### config.mk
export PLATFORM = sky130hd
export DESIGN_NAME = umc_uart
export DESIGN_NICKNAME = d
export VERILOG_FILES = /design/src/verilog/umc_pkg.sv /design/src/verilog/umc_uart.sv
export SDC_FILE = /design/constraint.sdc
export NUM_CORES = 1
export LEC_CHECK = 0
export BUFFER_PORTS_ARGS = -buffer_cell sky130_fd_sc_hd__buf_2
export CAP_MARGIN = 20
export CORE_ASPECT_RATIO = 2
export CORE_UTILIZATION = 40
export DETAILED_ROUTE_END_ITERATION = 8
export PLACE_DENSITY = 0.63
export SLEW_MARGIN = 20
export SYNTH_ARGS = -nofsm -noshare
export SYNTH_HDL_FRONTEND = slang
export SYNTH_SLANG_ARGS = --single-unit
### constraint.sdc
create_clock -name core_clk -period 1.41 [get_ports core_clk]
set_clock_uncertainty 0.05 [all_clocks]
set_input_delay 0.282 -clock core_clk [delete_from_list [all_inputs] [get_ports core_clk]]
set_output_delay 0.282 -clock core_clk [all_outputs]
set_load 0.01 [all_outputs]
### src/verilog/umc_pkg.sv
// Constants shared by the serial port control block
package umc_pkg;
  // Register addresses on the special-function bus
  localparam logic [7:0] CTRL_ADDR = 8'h98;
  localparam logic [7:0] DATA_ADDR = 8'h99;
  localparam logic [7:0] CTRL_RESET = 8'h40;
  localparam logic [7:0] DATA_RESET = 8'h00;
  // Control register field positions
  localparam int MODE_BIT = 7;
  localparam int UNUSED_BIT = 6;
  localparam int MPE_BIT = 5;
  localparam int REN_BIT = 4;
  localparam int TB9_BIT = 3;
  localparam int RB9_BIT = 2;
  localparam int TIF_BIT = 1;
  localparam int RIF_BIT = 0;
  // Timing: one bit lasts two timer overflows; receive samples mid-bit
  localparam logic [1:0] OVF_PER_BIT = 2'h2;
  localparam logic [3:0] DATA_BITS = 4'h8;
endpackage : umc_pkg

### src/verilog/umc_uart.sv
// Serial port with 8/9-bit frames, multiprocessor address filter and control register
module umc_uart (
  // Clock and reset
  input wire logic core_clk,
  input wire logic reset,
  // Special-function register bus
  input wire logic [7:0] sfr_addr,
  input wire logic sfr_wr,
  input wire logic sfr_rd,
  input wire logic [7:0] sfr_wdata,
  output logic [7:0] sfr_rdata,
  // Baud timer overflows
  input wire logic tx_timer_ovf,
  input wire logic rx_timer_ovf,
  output logic rx_timer_reload,
  // Serial pins
  input wire logic rx_pin,
  output logic tx_pin,
  // Interrupt request to the core
  input wire logic port_irq_en,
  output logic port_irq
);
  typedef enum logic [1:0] {TX_IDLE, TX_START, TX_DATA, TX_STOP} umc_tx_state_t;
  typedef enum logic [1:0] {RX_IDLE, RX_START, RX_DATA, RX_STOP} umc_rx_state_t;

  logic frame_mode_select_r;
  logic multiprocessor_enable_r;
  logic receive_enable_r;
  logic ninth_transmit_bit_r;
  logic ninth_receive_bit_r;
  logic transmit_done_flag_r;
  logic receive_done_flag_r;
  logic [7:0] rx_latch_r;
  logic [7:0] ctrl_view;

  logic rx_meta_r;
  logic rx_sync_r;
  logic rx_prev_r;

  umc_tx_state_t tx_state_r;
  logic [8:0] tx_shift_r;
  logic [3:0] tx_count_r;
  logic tx_half_r;
  logic tx_done_evt;

  umc_rx_state_t rx_state_r;
  logic [8:0] rx_shift_r;
  logic [3:0] rx_count_r;
  logic rx_half_r;
  logic rx_accept;
  logic rx_stop_evt;

  logic wr_ctrl;
  logic wr_data;
  logic tx_tick;
  logic rx_tick;
  logic [3:0] last_bit;

  assign wr_ctrl = sfr_wr && (sfr_addr == umc_pkg::CTRL_ADDR);
  assign wr_data = sfr_wr && (sfr_addr == umc_pkg::DATA_ADDR);

  // Index of the last data bit counted in a frame
  assign last_bit = frame_mode_select_r ? umc_pkg::DATA_BITS : umc_pkg::DATA_BITS - 4'h1;

  // Bit 6 is a constant one in the read view
  always_comb begin
    ctrl_view = {frame_mode_select_r, 1'b1, multiprocessor_enable_r, receive_enable_r,
                 ninth_transmit_bit_r, ninth_receive_bit_r, transmit_done_flag_r,
                 receive_done_flag_r};
  end

  // Control bits that only software writes
  always_ff @(posedge core_clk) begin
    if (reset) begin
      frame_mode_select_r <= umc_pkg::CTRL_RESET[umc_pkg::MODE_BIT];
      multiprocessor_enable_r <= umc_pkg::CTRL_RESET[umc_pkg::MPE_BIT];
      receive_enable_r <= umc_pkg::CTRL_RESET[umc_pkg::REN_BIT];
      ninth_transmit_bit_r <= umc_pkg::CTRL_RESET[umc_pkg::TB9_BIT];
    end else if (wr_ctrl) begin
      frame_mode_select_r <= sfr_wdata[umc_pkg::MODE_BIT];
      multiprocessor_enable_r <= sfr_wdata[umc_pkg::MPE_BIT];
      receive_enable_r <= sfr_wdata[umc_pkg::REN_BIT];
      ninth_transmit_bit_r <= sfr_wdata[umc_pkg::TB9_BIT];
    end
  end

  // Transmit flag: a hardware set in the same cycle as a software write wins
  always_ff @(posedge core_clk) begin
    if (reset) begin
      transmit_done_flag_r <= umc_pkg::CTRL_RESET[umc_pkg::TIF_BIT];
    end else if (tx_done_evt) begin
      transmit_done_flag_r <= 1'b1;
    end else if (wr_ctrl) begin
      transmit_done_flag_r <= sfr_wdata[umc_pkg::TIF_BIT];
    end
  end

  // Receive flag and ninth bit; an accepted frame beats a same-cycle write
  always_ff @(posedge core_clk) begin
    if (reset) begin
      receive_done_flag_r <= umc_pkg::CTRL_RESET[umc_pkg::RIF_BIT];
      ninth_receive_bit_r <= umc_pkg::CTRL_RESET[umc_pkg::RB9_BIT];
    end else if (rx_accept) begin
      receive_done_flag_r <= 1'b1;
      ninth_receive_bit_r <= rx_shift_r[8];
    end else if (wr_ctrl) begin
      receive_done_flag_r <= sfr_wdata[umc_pkg::RIF_BIT];
      ninth_receive_bit_r <= sfr_wdata[umc_pkg::RB9_BIT];
    end
  end

  // Receive latch, loaded only on an accepted frame
  always_ff @(posedge core_clk) begin
    if (reset) begin
      rx_latch_r <= umc_pkg::DATA_RESET;
    end else if (rx_accept) begin
      rx_latch_r <= rx_shift_r[7:0];
    end
  end

  // Registered read data; unmapped addresses read zero
  always_ff @(posedge core_clk) begin
    if (reset) begin
      sfr_rdata <= 8'h00;
    end else if (sfr_rd && sfr_addr == umc_pkg::CTRL_ADDR) begin
      sfr_rdata <= ctrl_view;
    end else if (sfr_rd && sfr_addr == umc_pkg::DATA_ADDR) begin
      sfr_rdata <= rx_latch_r;
    end else begin
      sfr_rdata <= 8'h00;
    end
  end

  // Interrupt request while either flag is up
  // Registered, so it trails the flags by one cycle
  always_ff @(posedge core_clk) begin
    if (reset) begin
      port_irq <= 1'b0;
    end else begin
      port_irq <= port_irq_en && (transmit_done_flag_r || receive_done_flag_r);
    end
  end

  // Receive pin synchroniser and edge history
  // Reset to idle high so reset release cannot fake a start edge
  always_ff @(posedge core_clk) begin
    if (reset) begin
      rx_meta_r <= 1'b1;
      rx_sync_r <= 1'b1;
      rx_prev_r <= 1'b1;
    end else begin
      rx_meta_r <= rx_pin;
      rx_sync_r <= rx_meta_r;
      rx_prev_r <= rx_sync_r;
    end
  end

  // Each bit spans two overflows
  assign tx_tick = tx_timer_ovf && tx_half_r;
  assign rx_tick = rx_timer_ovf && rx_half_r;

  // Transmit divider runs free; a new frame waits for the next tick
  always_ff @(posedge core_clk) begin
    if (reset) begin
      tx_half_r <= 1'b0;
    end else if (tx_timer_ovf) begin
      tx_half_r <= ~tx_half_r;
    end
  end

  // Transmitter; a write during a frame restarts it with the new byte
  always_ff @(posedge core_clk) begin
    if (reset) begin
      tx_state_r <= TX_IDLE;
      tx_shift_r <= 9'h1ff;
      tx_count_r <= 4'h0;
      tx_pin <= 1'b1;
      tx_done_evt <= 1'b0;
    end else begin
      tx_done_evt <= 1'b0;
      if (wr_data) begin
        tx_shift_r <= {ninth_transmit_bit_r, sfr_wdata};
        tx_state_r <= TX_START;
        tx_count_r <= 4'h0;
      end else if (tx_tick) begin
        unique case (tx_state_r)
          TX_IDLE: tx_pin <= 1'b1;
          TX_START: begin
            tx_pin <= 1'b0;
            tx_state_r <= TX_DATA;
          end
          TX_DATA: begin
            tx_pin <= tx_shift_r[0];
            tx_shift_r <= {1'b1, tx_shift_r[8:1]};
            tx_count_r <= tx_count_r + 4'h1;
            if (tx_count_r == last_bit) begin
              tx_state_r <= TX_STOP;
            end
          end
          TX_STOP: begin
            // Flag goes up as the stop bit begins in both modes
            tx_pin <= 1'b1;
            tx_done_evt <= 1'b1;
            tx_state_r <= TX_IDLE;
          end
        endcase
      end
    end
  end

  // Frame acceptance test at the stop sample
  // A frame that lands while the flag is still up is dropped whole
  always_comb begin
    rx_accept = 1'b0;
    if (rx_stop_evt && !receive_done_flag_r) begin
      if (!multiprocessor_enable_r) begin
        rx_accept = 1'b1;
      end else begin
        rx_accept = rx_shift_r[8];
      end
    end
  end

  // Receiver; the start edge reloads the receive timer for mid-bit sampling
  always_ff @(posedge core_clk) begin
    if (reset) begin
      rx_state_r <= RX_IDLE;
      rx_shift_r <= 9'h000;
      rx_count_r <= 4'h0;
      rx_half_r <= 1'b0;
      rx_timer_reload <= 1'b0;
      rx_stop_evt <= 1'b0;
    end else begin
      rx_timer_reload <= 1'b0;
      rx_stop_evt <= 1'b0;
      if (rx_timer_ovf) begin
        rx_half_r <= ~rx_half_r;
      end
      unique case (rx_state_r)
        RX_IDLE: begin
          if (receive_enable_r && rx_prev_r && !rx_sync_r) begin
            rx_timer_reload <= 1'b1;
            rx_half_r <= 1'b0;
            rx_count_r <= 4'h0;
            rx_state_r <= RX_START;
          end
        end
        RX_START: begin
          // Overflow in the reload cycle is stale: still the old timer count
          if (rx_timer_ovf && !rx_timer_reload) begin
            // Lands mid start bit; data then every second overflow
            rx_half_r <= 1'b0;
            rx_state_r <= rx_sync_r ? RX_IDLE : RX_DATA;
          end
        end
        RX_DATA: begin
          if (rx_tick) begin
            rx_count_r <= rx_count_r + 4'h1;
            if (frame_mode_select_r) begin
              rx_shift_r <= {rx_sync_r, rx_shift_r[8:1]};
            end else begin
              rx_shift_r <= {1'b0, rx_sync_r, rx_shift_r[7:1]};
            end
            if (rx_count_r == last_bit) begin
              rx_state_r <= RX_STOP;
            end
          end
        end
        RX_STOP: begin
          if (rx_tick) begin
            // 8-bit mode puts the stop level where the ninth bit sits
            if (!frame_mode_select_r) begin
              rx_shift_r[8] <= rx_sync_r;
            end
            rx_stop_evt <= 1'b1;
            rx_state_r <= RX_IDLE;
          end
        end
      endcase
    end
  end
endmodule : umc_uart
After elaboration in Yosys (flattened, before gate mapping)
Cells that the tools add are included.
{"block": "op_classes", "addsub": 2, "n_eq_ne": 18, "muxes": 41, "bitwise_logic": 6, "n_reduce_logical": 39}
{"cell": "9-bit 2-to-1 mux", "n": 5}
{"cell": "1-bit 2-to-1 mux", "n": 18}
{"cell": "8-bit equality test (second input constant)", "n": 2}
{"cell": "8-bit 2-to-1 mux", "n": 2}
{"cell": "2-bit 2-to-1 mux", "n": 7}
{"cell": "2-bit != test (second input constant)", "n": 7}
{"cell": "4-bit 2-to-1 mux", "n": 3}
{"cell": "2-bit nonzero test", "n": 6}
{"cell": "1-bit logical AND", "n": 11}
{"cell": "3-bit AND reduction", "n": 3}
{"cell": "4-bit by 1-bit adder with 4-bit output (second input constant)", "n": 2}
{"cell": "2-bit equality test (second input constant)", "n": 4}
{"cell": "4-bit equality test", "n": 2}
{"cell": "2-bit one-hot mux with 4 select lines", "n": 1}
{"cell": "4-bit one-hot mux with 2 select lines", "n": 1}
{"cell": "2-bit AND reduction", "n": 4}
{"cell": "2-bit OR reduction", "n": 4}
{"cell": "1-bit inverter", "n": 6}
{"cell": "2-bit one-hot mux with 3 select lines", "n": 1}
{"cell": "5-bit AND reduction", "n": 1}
{"cell": "2-bit by 1-bit equality test with 1-bit output (second input constant)", "n": 2}
{"cell": "2-bit zero test", "n": 2}
{"cell": "1-bit one-hot mux with 2 select lines", "n": 2}
{"cell": "4-bit AND reduction", "n": 1}
{"cell": "7 further kinds", "n": 9}
{"block": "word_totals", "reg_bits": 63, "input_bits": 24, "out_inout_bits": 11, "word_cells": 133}

Longest topological paths before layout
{"block": "logic_depth", "word_depth": 6, "ltp_mapped": 7, "depth_no_buf": 6}

Worst setup path after synthesis
OpenSTA, ideal clock, no wires.
{"block": "synth_timing", "path_kind": "register -> register", "from": "register tx_state_r[0]", "to": "register tx_shift_r[8]", "setup_ps": 120, "arrival_ps": 1371, "required_ps": 1240, "path_slack_ps": -131, "path_stages_with_launch": 7, "path_buffers": 1, "synth_period_minus_slack_ps": 1541, "cell_sequence": "dfxtp_1 inv_1 ha_1 and3_1 buf_2 a311oi_1 o21bai_1"}
{"block": "synth_via", "elab_chain_cells": 3}
{"element": "start: declaration", "line": "umc_uart.sv:40", "source": "umc_tx_state_t tx_state_r;"}
{"element": "start signal: assignment", "line": "umc_uart.sv:174", "source": "tx_state_r <= TX_IDLE;"}
{"element": "start signal: assignment", "line": "umc_uart.sv:183", "source": "tx_state_r <= TX_START;"}
{"element": "start signal: assignment", "line": "umc_uart.sv:190", "source": "tx_state_r <= TX_DATA;"}
{"element": "2-bit equality test", "line": "umc_uart.sv:186", "source": "unique case (tx_state_r)"}
{"element": "2-bit nonzero test (no line)"}
{"element": "2-bit AND reduction (no line)"}
{"element": "end signal: assignment", "line": "umc_uart.sv:182", "source": "tx_shift_r <= {ninth_transmit_bit_r, sfr_wdata};"}
{"element": "end signal: assignment", "line": "umc_uart.sv:194", "source": "tx_shift_r <= {1'b1, tx_shift_r[8:1]};"}
{"element": "end: declaration", "line": "umc_uart.sv:41", "source": "logic [8:0] tx_shift_r;"}
Every way passes these cells.
A chain may end at the register's enable or synchronous reset.

Worst setup path in the final report
{"block": "layout_timing", "from": "register tx_count_r[1]", "to": "register tx_state_r[1]"}
{"block": "layout_via", "elab_chain_cells": 3}
{"element": "start: declaration", "line": "umc_uart.sv:42", "source": "logic [3:0] tx_count_r;"}
{"element": "start signal: assignment", "line": "umc_uart.sv:195", "source": "tx_count_r <= tx_count_r + 4'h1;"}
{"element": "4-bit equality test", "line": "umc_uart.sv:196", "source": "if (tx_count_r == last_bit) begin"}
{"element": "2-bit != test (no line)"}
{"element": "3-bit AND reduction (no line)"}
{"element": "end signal: assignment", "line": "umc_uart.sv:190"}
{"element": "end signal: assignment", "line": "umc_uart.sv:197", "source": "tx_state_r <= TX_STOP;"}
{"element": "end signal: assignment", "line": "umc_uart.sv:204", "source": "tx_state_r <= TX_IDLE;"}
Every way passes these cells.

==> impl_results.md <==
* Status: completed
* Complex-gate fraction of the synthesized area at 12.19%
* DR WL/cell at 13.86 um
* DIE AREA at 0.006993 sq mm
* Antenna-violating nets left at 0
* Initial DRC count at 100
* Vias per Instance at 5.130
* Count of cell types in the netlist at 45
* CTS root buffer: clkbuf_16
* Vias in the first global route at 2260
* DP HPWL at 4.405 mm
* DRC at 0
* Die Wd at 59.64 um
* Non-filler instance count after layout at 438
* Area grow syn2layout at 27.31%
* Largest net degree at the start of global routing at 37
* Power, Total at 3.958 mW
* Tightest Hold Check Type: primary input to flop
* NumNets Final at 380
* Peak VDD IR at 0.6654 mV
* Leak pwr at 1.483 nW
* I/O Buffers at 34
* Design Area, Final at 0.003383 sq mm
* Max-Cap Viols at 0
* Period Utilization, post-route at 96.14%
* Synthesized instance count at 296
* Post-Synth XOR/XNOR Area at 2.307%
* Maximum clock frequency at 737.7 MHz
* Multiplexer share of the synthesized area at 5.650%
* R2R Setup Slk at 50 ps
* Slew headroom at 75.23%
* Critical-path maximum fanout at 2
* CP endpoint kind: flop
* Net count after synthesis at 328
* Layout fillers at 646
* Final setup vio count at 0
* Slew Viols, Final at 0
* Crit start category: flop
* Crit path arrival time at 1530 ps
* Number of synthesis warnings at 0
* Most common cell after layout, fill and taps aside: dfxtp_1
* Rows at 41
* Post-Synth Adder-Cell Area at 3.766%
* Share of the synthesized area in the top cell type at 47.46%
* Hold Slack at 94.17 ps
* Cells after DPL at 421
* Post-Synthesis Cell Area at 0.002658 sq mm
* First-pass GRT wire length at 10.11 mm
* Top-level I/O count at 35
* Post-Synth Simple-Gate Area at 25.33%
* Synth area leader: dfxtp_1
* Main combinational cell family by area after synthesis: simple AND/OR/NAND/NOR gates
* WL final at 6.071 mm
* TritonCTS clock tree: built
* #FFs+latches synth at 63
* Fraction of layout cells with a size suffix above 1 at 25.57%
* Worst endpoint required time at 1590 ps
* Final GP Congestion at 0.7587
* Crit path time final at 1356 ps
* Core Area at 0.006361 sq mm
* Initial antenna violation count at 0
* Slew @ Worst Pin at 362.2 ps
* Critical path class: flop to flop
* Diodes inserted at 0
* Synth Area per Inst at 8.978 sq um
* Hold-fix buffers, CTS at 0
* Cell area power density at 1170 mW/mm^2
* Synth top area cells: dfxtp_1, nor2_1, nand2_1
* Initial Util at 41.78%
* Grt ovf at 0
* Seq/Total Area, Yosys at 47.46%
* Area post-placement at 0.003050 sq mm
* Final Hold Fails at 0
* Clk_lat worst skew at 320 ps
* Vias at 2247
* H-tree levels at 3
* Gr usage total at 19.82%
* RSZ-0062 raised after global routing: yes
* Die height at 117.3 um
* Worst-path clk slew at 50 ps
* Sink Count at 63
* Max clock buf depth at 2
* Leading cell types in the layout, fill and taps excluded: dfxtp_1, nor2_1, nand2_1, buf_2, buf_4
* TritonRoute pass-1 iters at 4
* Total CTS buffers at 9
## worst paths after layout
path,cells past startpoint,endpoint,from
max reg2reg,4,tx_state_r[1],tx_count_r[1]
min reg2reg,1,rx_sync_r,rx_meta_r
min,2,rx_meta_r,rx_pin
max,4,tx_state_r[1],tx_count_r[1]
## report_power, final
part / switching [mW] / internal (mW)
clock: 0.702 / 1.32
sequential: 0.0108 / 1.80
combinational: 0.0656 / 0.0609
## worst max-delay path: stages, from the launching register on
cell and delay, ps:
dfxtp_2 310, or3_4 400, o221ai_4 220, a21oi_2 70, a311oi_1 210
## layer usage
| layer | vias up | part of all wire, % | global-route usage (%) |
|---|---|---|---|
| li1 | 1127 | - | - |
| met1 | 1081 | 36 | 18.01 |
| met2 | 25 | 58 | 37.98 |
| met3 | 14 | 2.4 | 4.286 |
| met4 | 0 | 3.1 | 12.09 |
| met5 | - | 0 | 0 |
## timing repair
action / in CTS / in global routing
cloned: 1 / 0
setup endpoints to repair: 6 / 15
resized for setup: 1 / 9
setup buffers: 0 / 1
hold endpoints to repair: 0 / 0
pin swaps: 0 / 5
## logic make-up after synthesis
logic type,count (synthesis)
simple gates,135
flops,63
compound gates,48
buf+inv,20
mux,15
fa+ha+maj,8
xor+xnor,7
## flip-flops by register name (all words and copies together), names as in the netlist, 2 cells and up, named ones only
signal / cells
rx_shift_r: 9
tx_shift_r: 9
rx_latch_r: 8
sfr_rdata: 8
rx_count_r: 4
tx_count_r: 4
tx_state_r: 2
## Yosys cell counts (all sizes together)
master	count
nor3	7
nand3b	2
nand4bb	3
ha	8
a22oi	7
a31oi	1
o31ai	1
nand2	42
o21ai	3
xor2	3
o41ai	1
and2	2
and3b	1
dfxtp	63
o22ai	2
nand3	7
a2111oi	1
a221o	1
or4	1
nor4b	1
buf	7
o221ai	1
mux2i	15
or4bb	1
nor3b	1
nand2b	3
a211oi	3
nor2	44
o21bai	9
or3	1
and4bb	3
a311oi	2
nand4	1
and3	10
or2	5
a21oi	16
xnor2	4
clkbuf	8
inv	5
## area by class of cell
type / count / area, sq um / share of cell area, %
multi-input combinational: 214 / 1356 / 40.09
clock buffer: 15 / 277.8 / 8.210
sequential: 63 / 1266 / 37.43
inverter: 5 / 18.77 / 0.5547
timing repair buffer: 55 / 356.6 / 10.54
tap: 86 / 107.6 / 3.180
## stage by stage
stage	setup TNS, ps	util [%]	setup slack, ps
final	0	53.19	54.44
after global placement	-498.8	47.95	-85.69
after CTS	0	52.60	2.038
after global routing	-5.538	53.19	-3.704
after floorplan	0	-	40.20
after detailed placement	-806.5	47.95	-79.07
No activity file was read; power rests on OpenSTA's default activity.
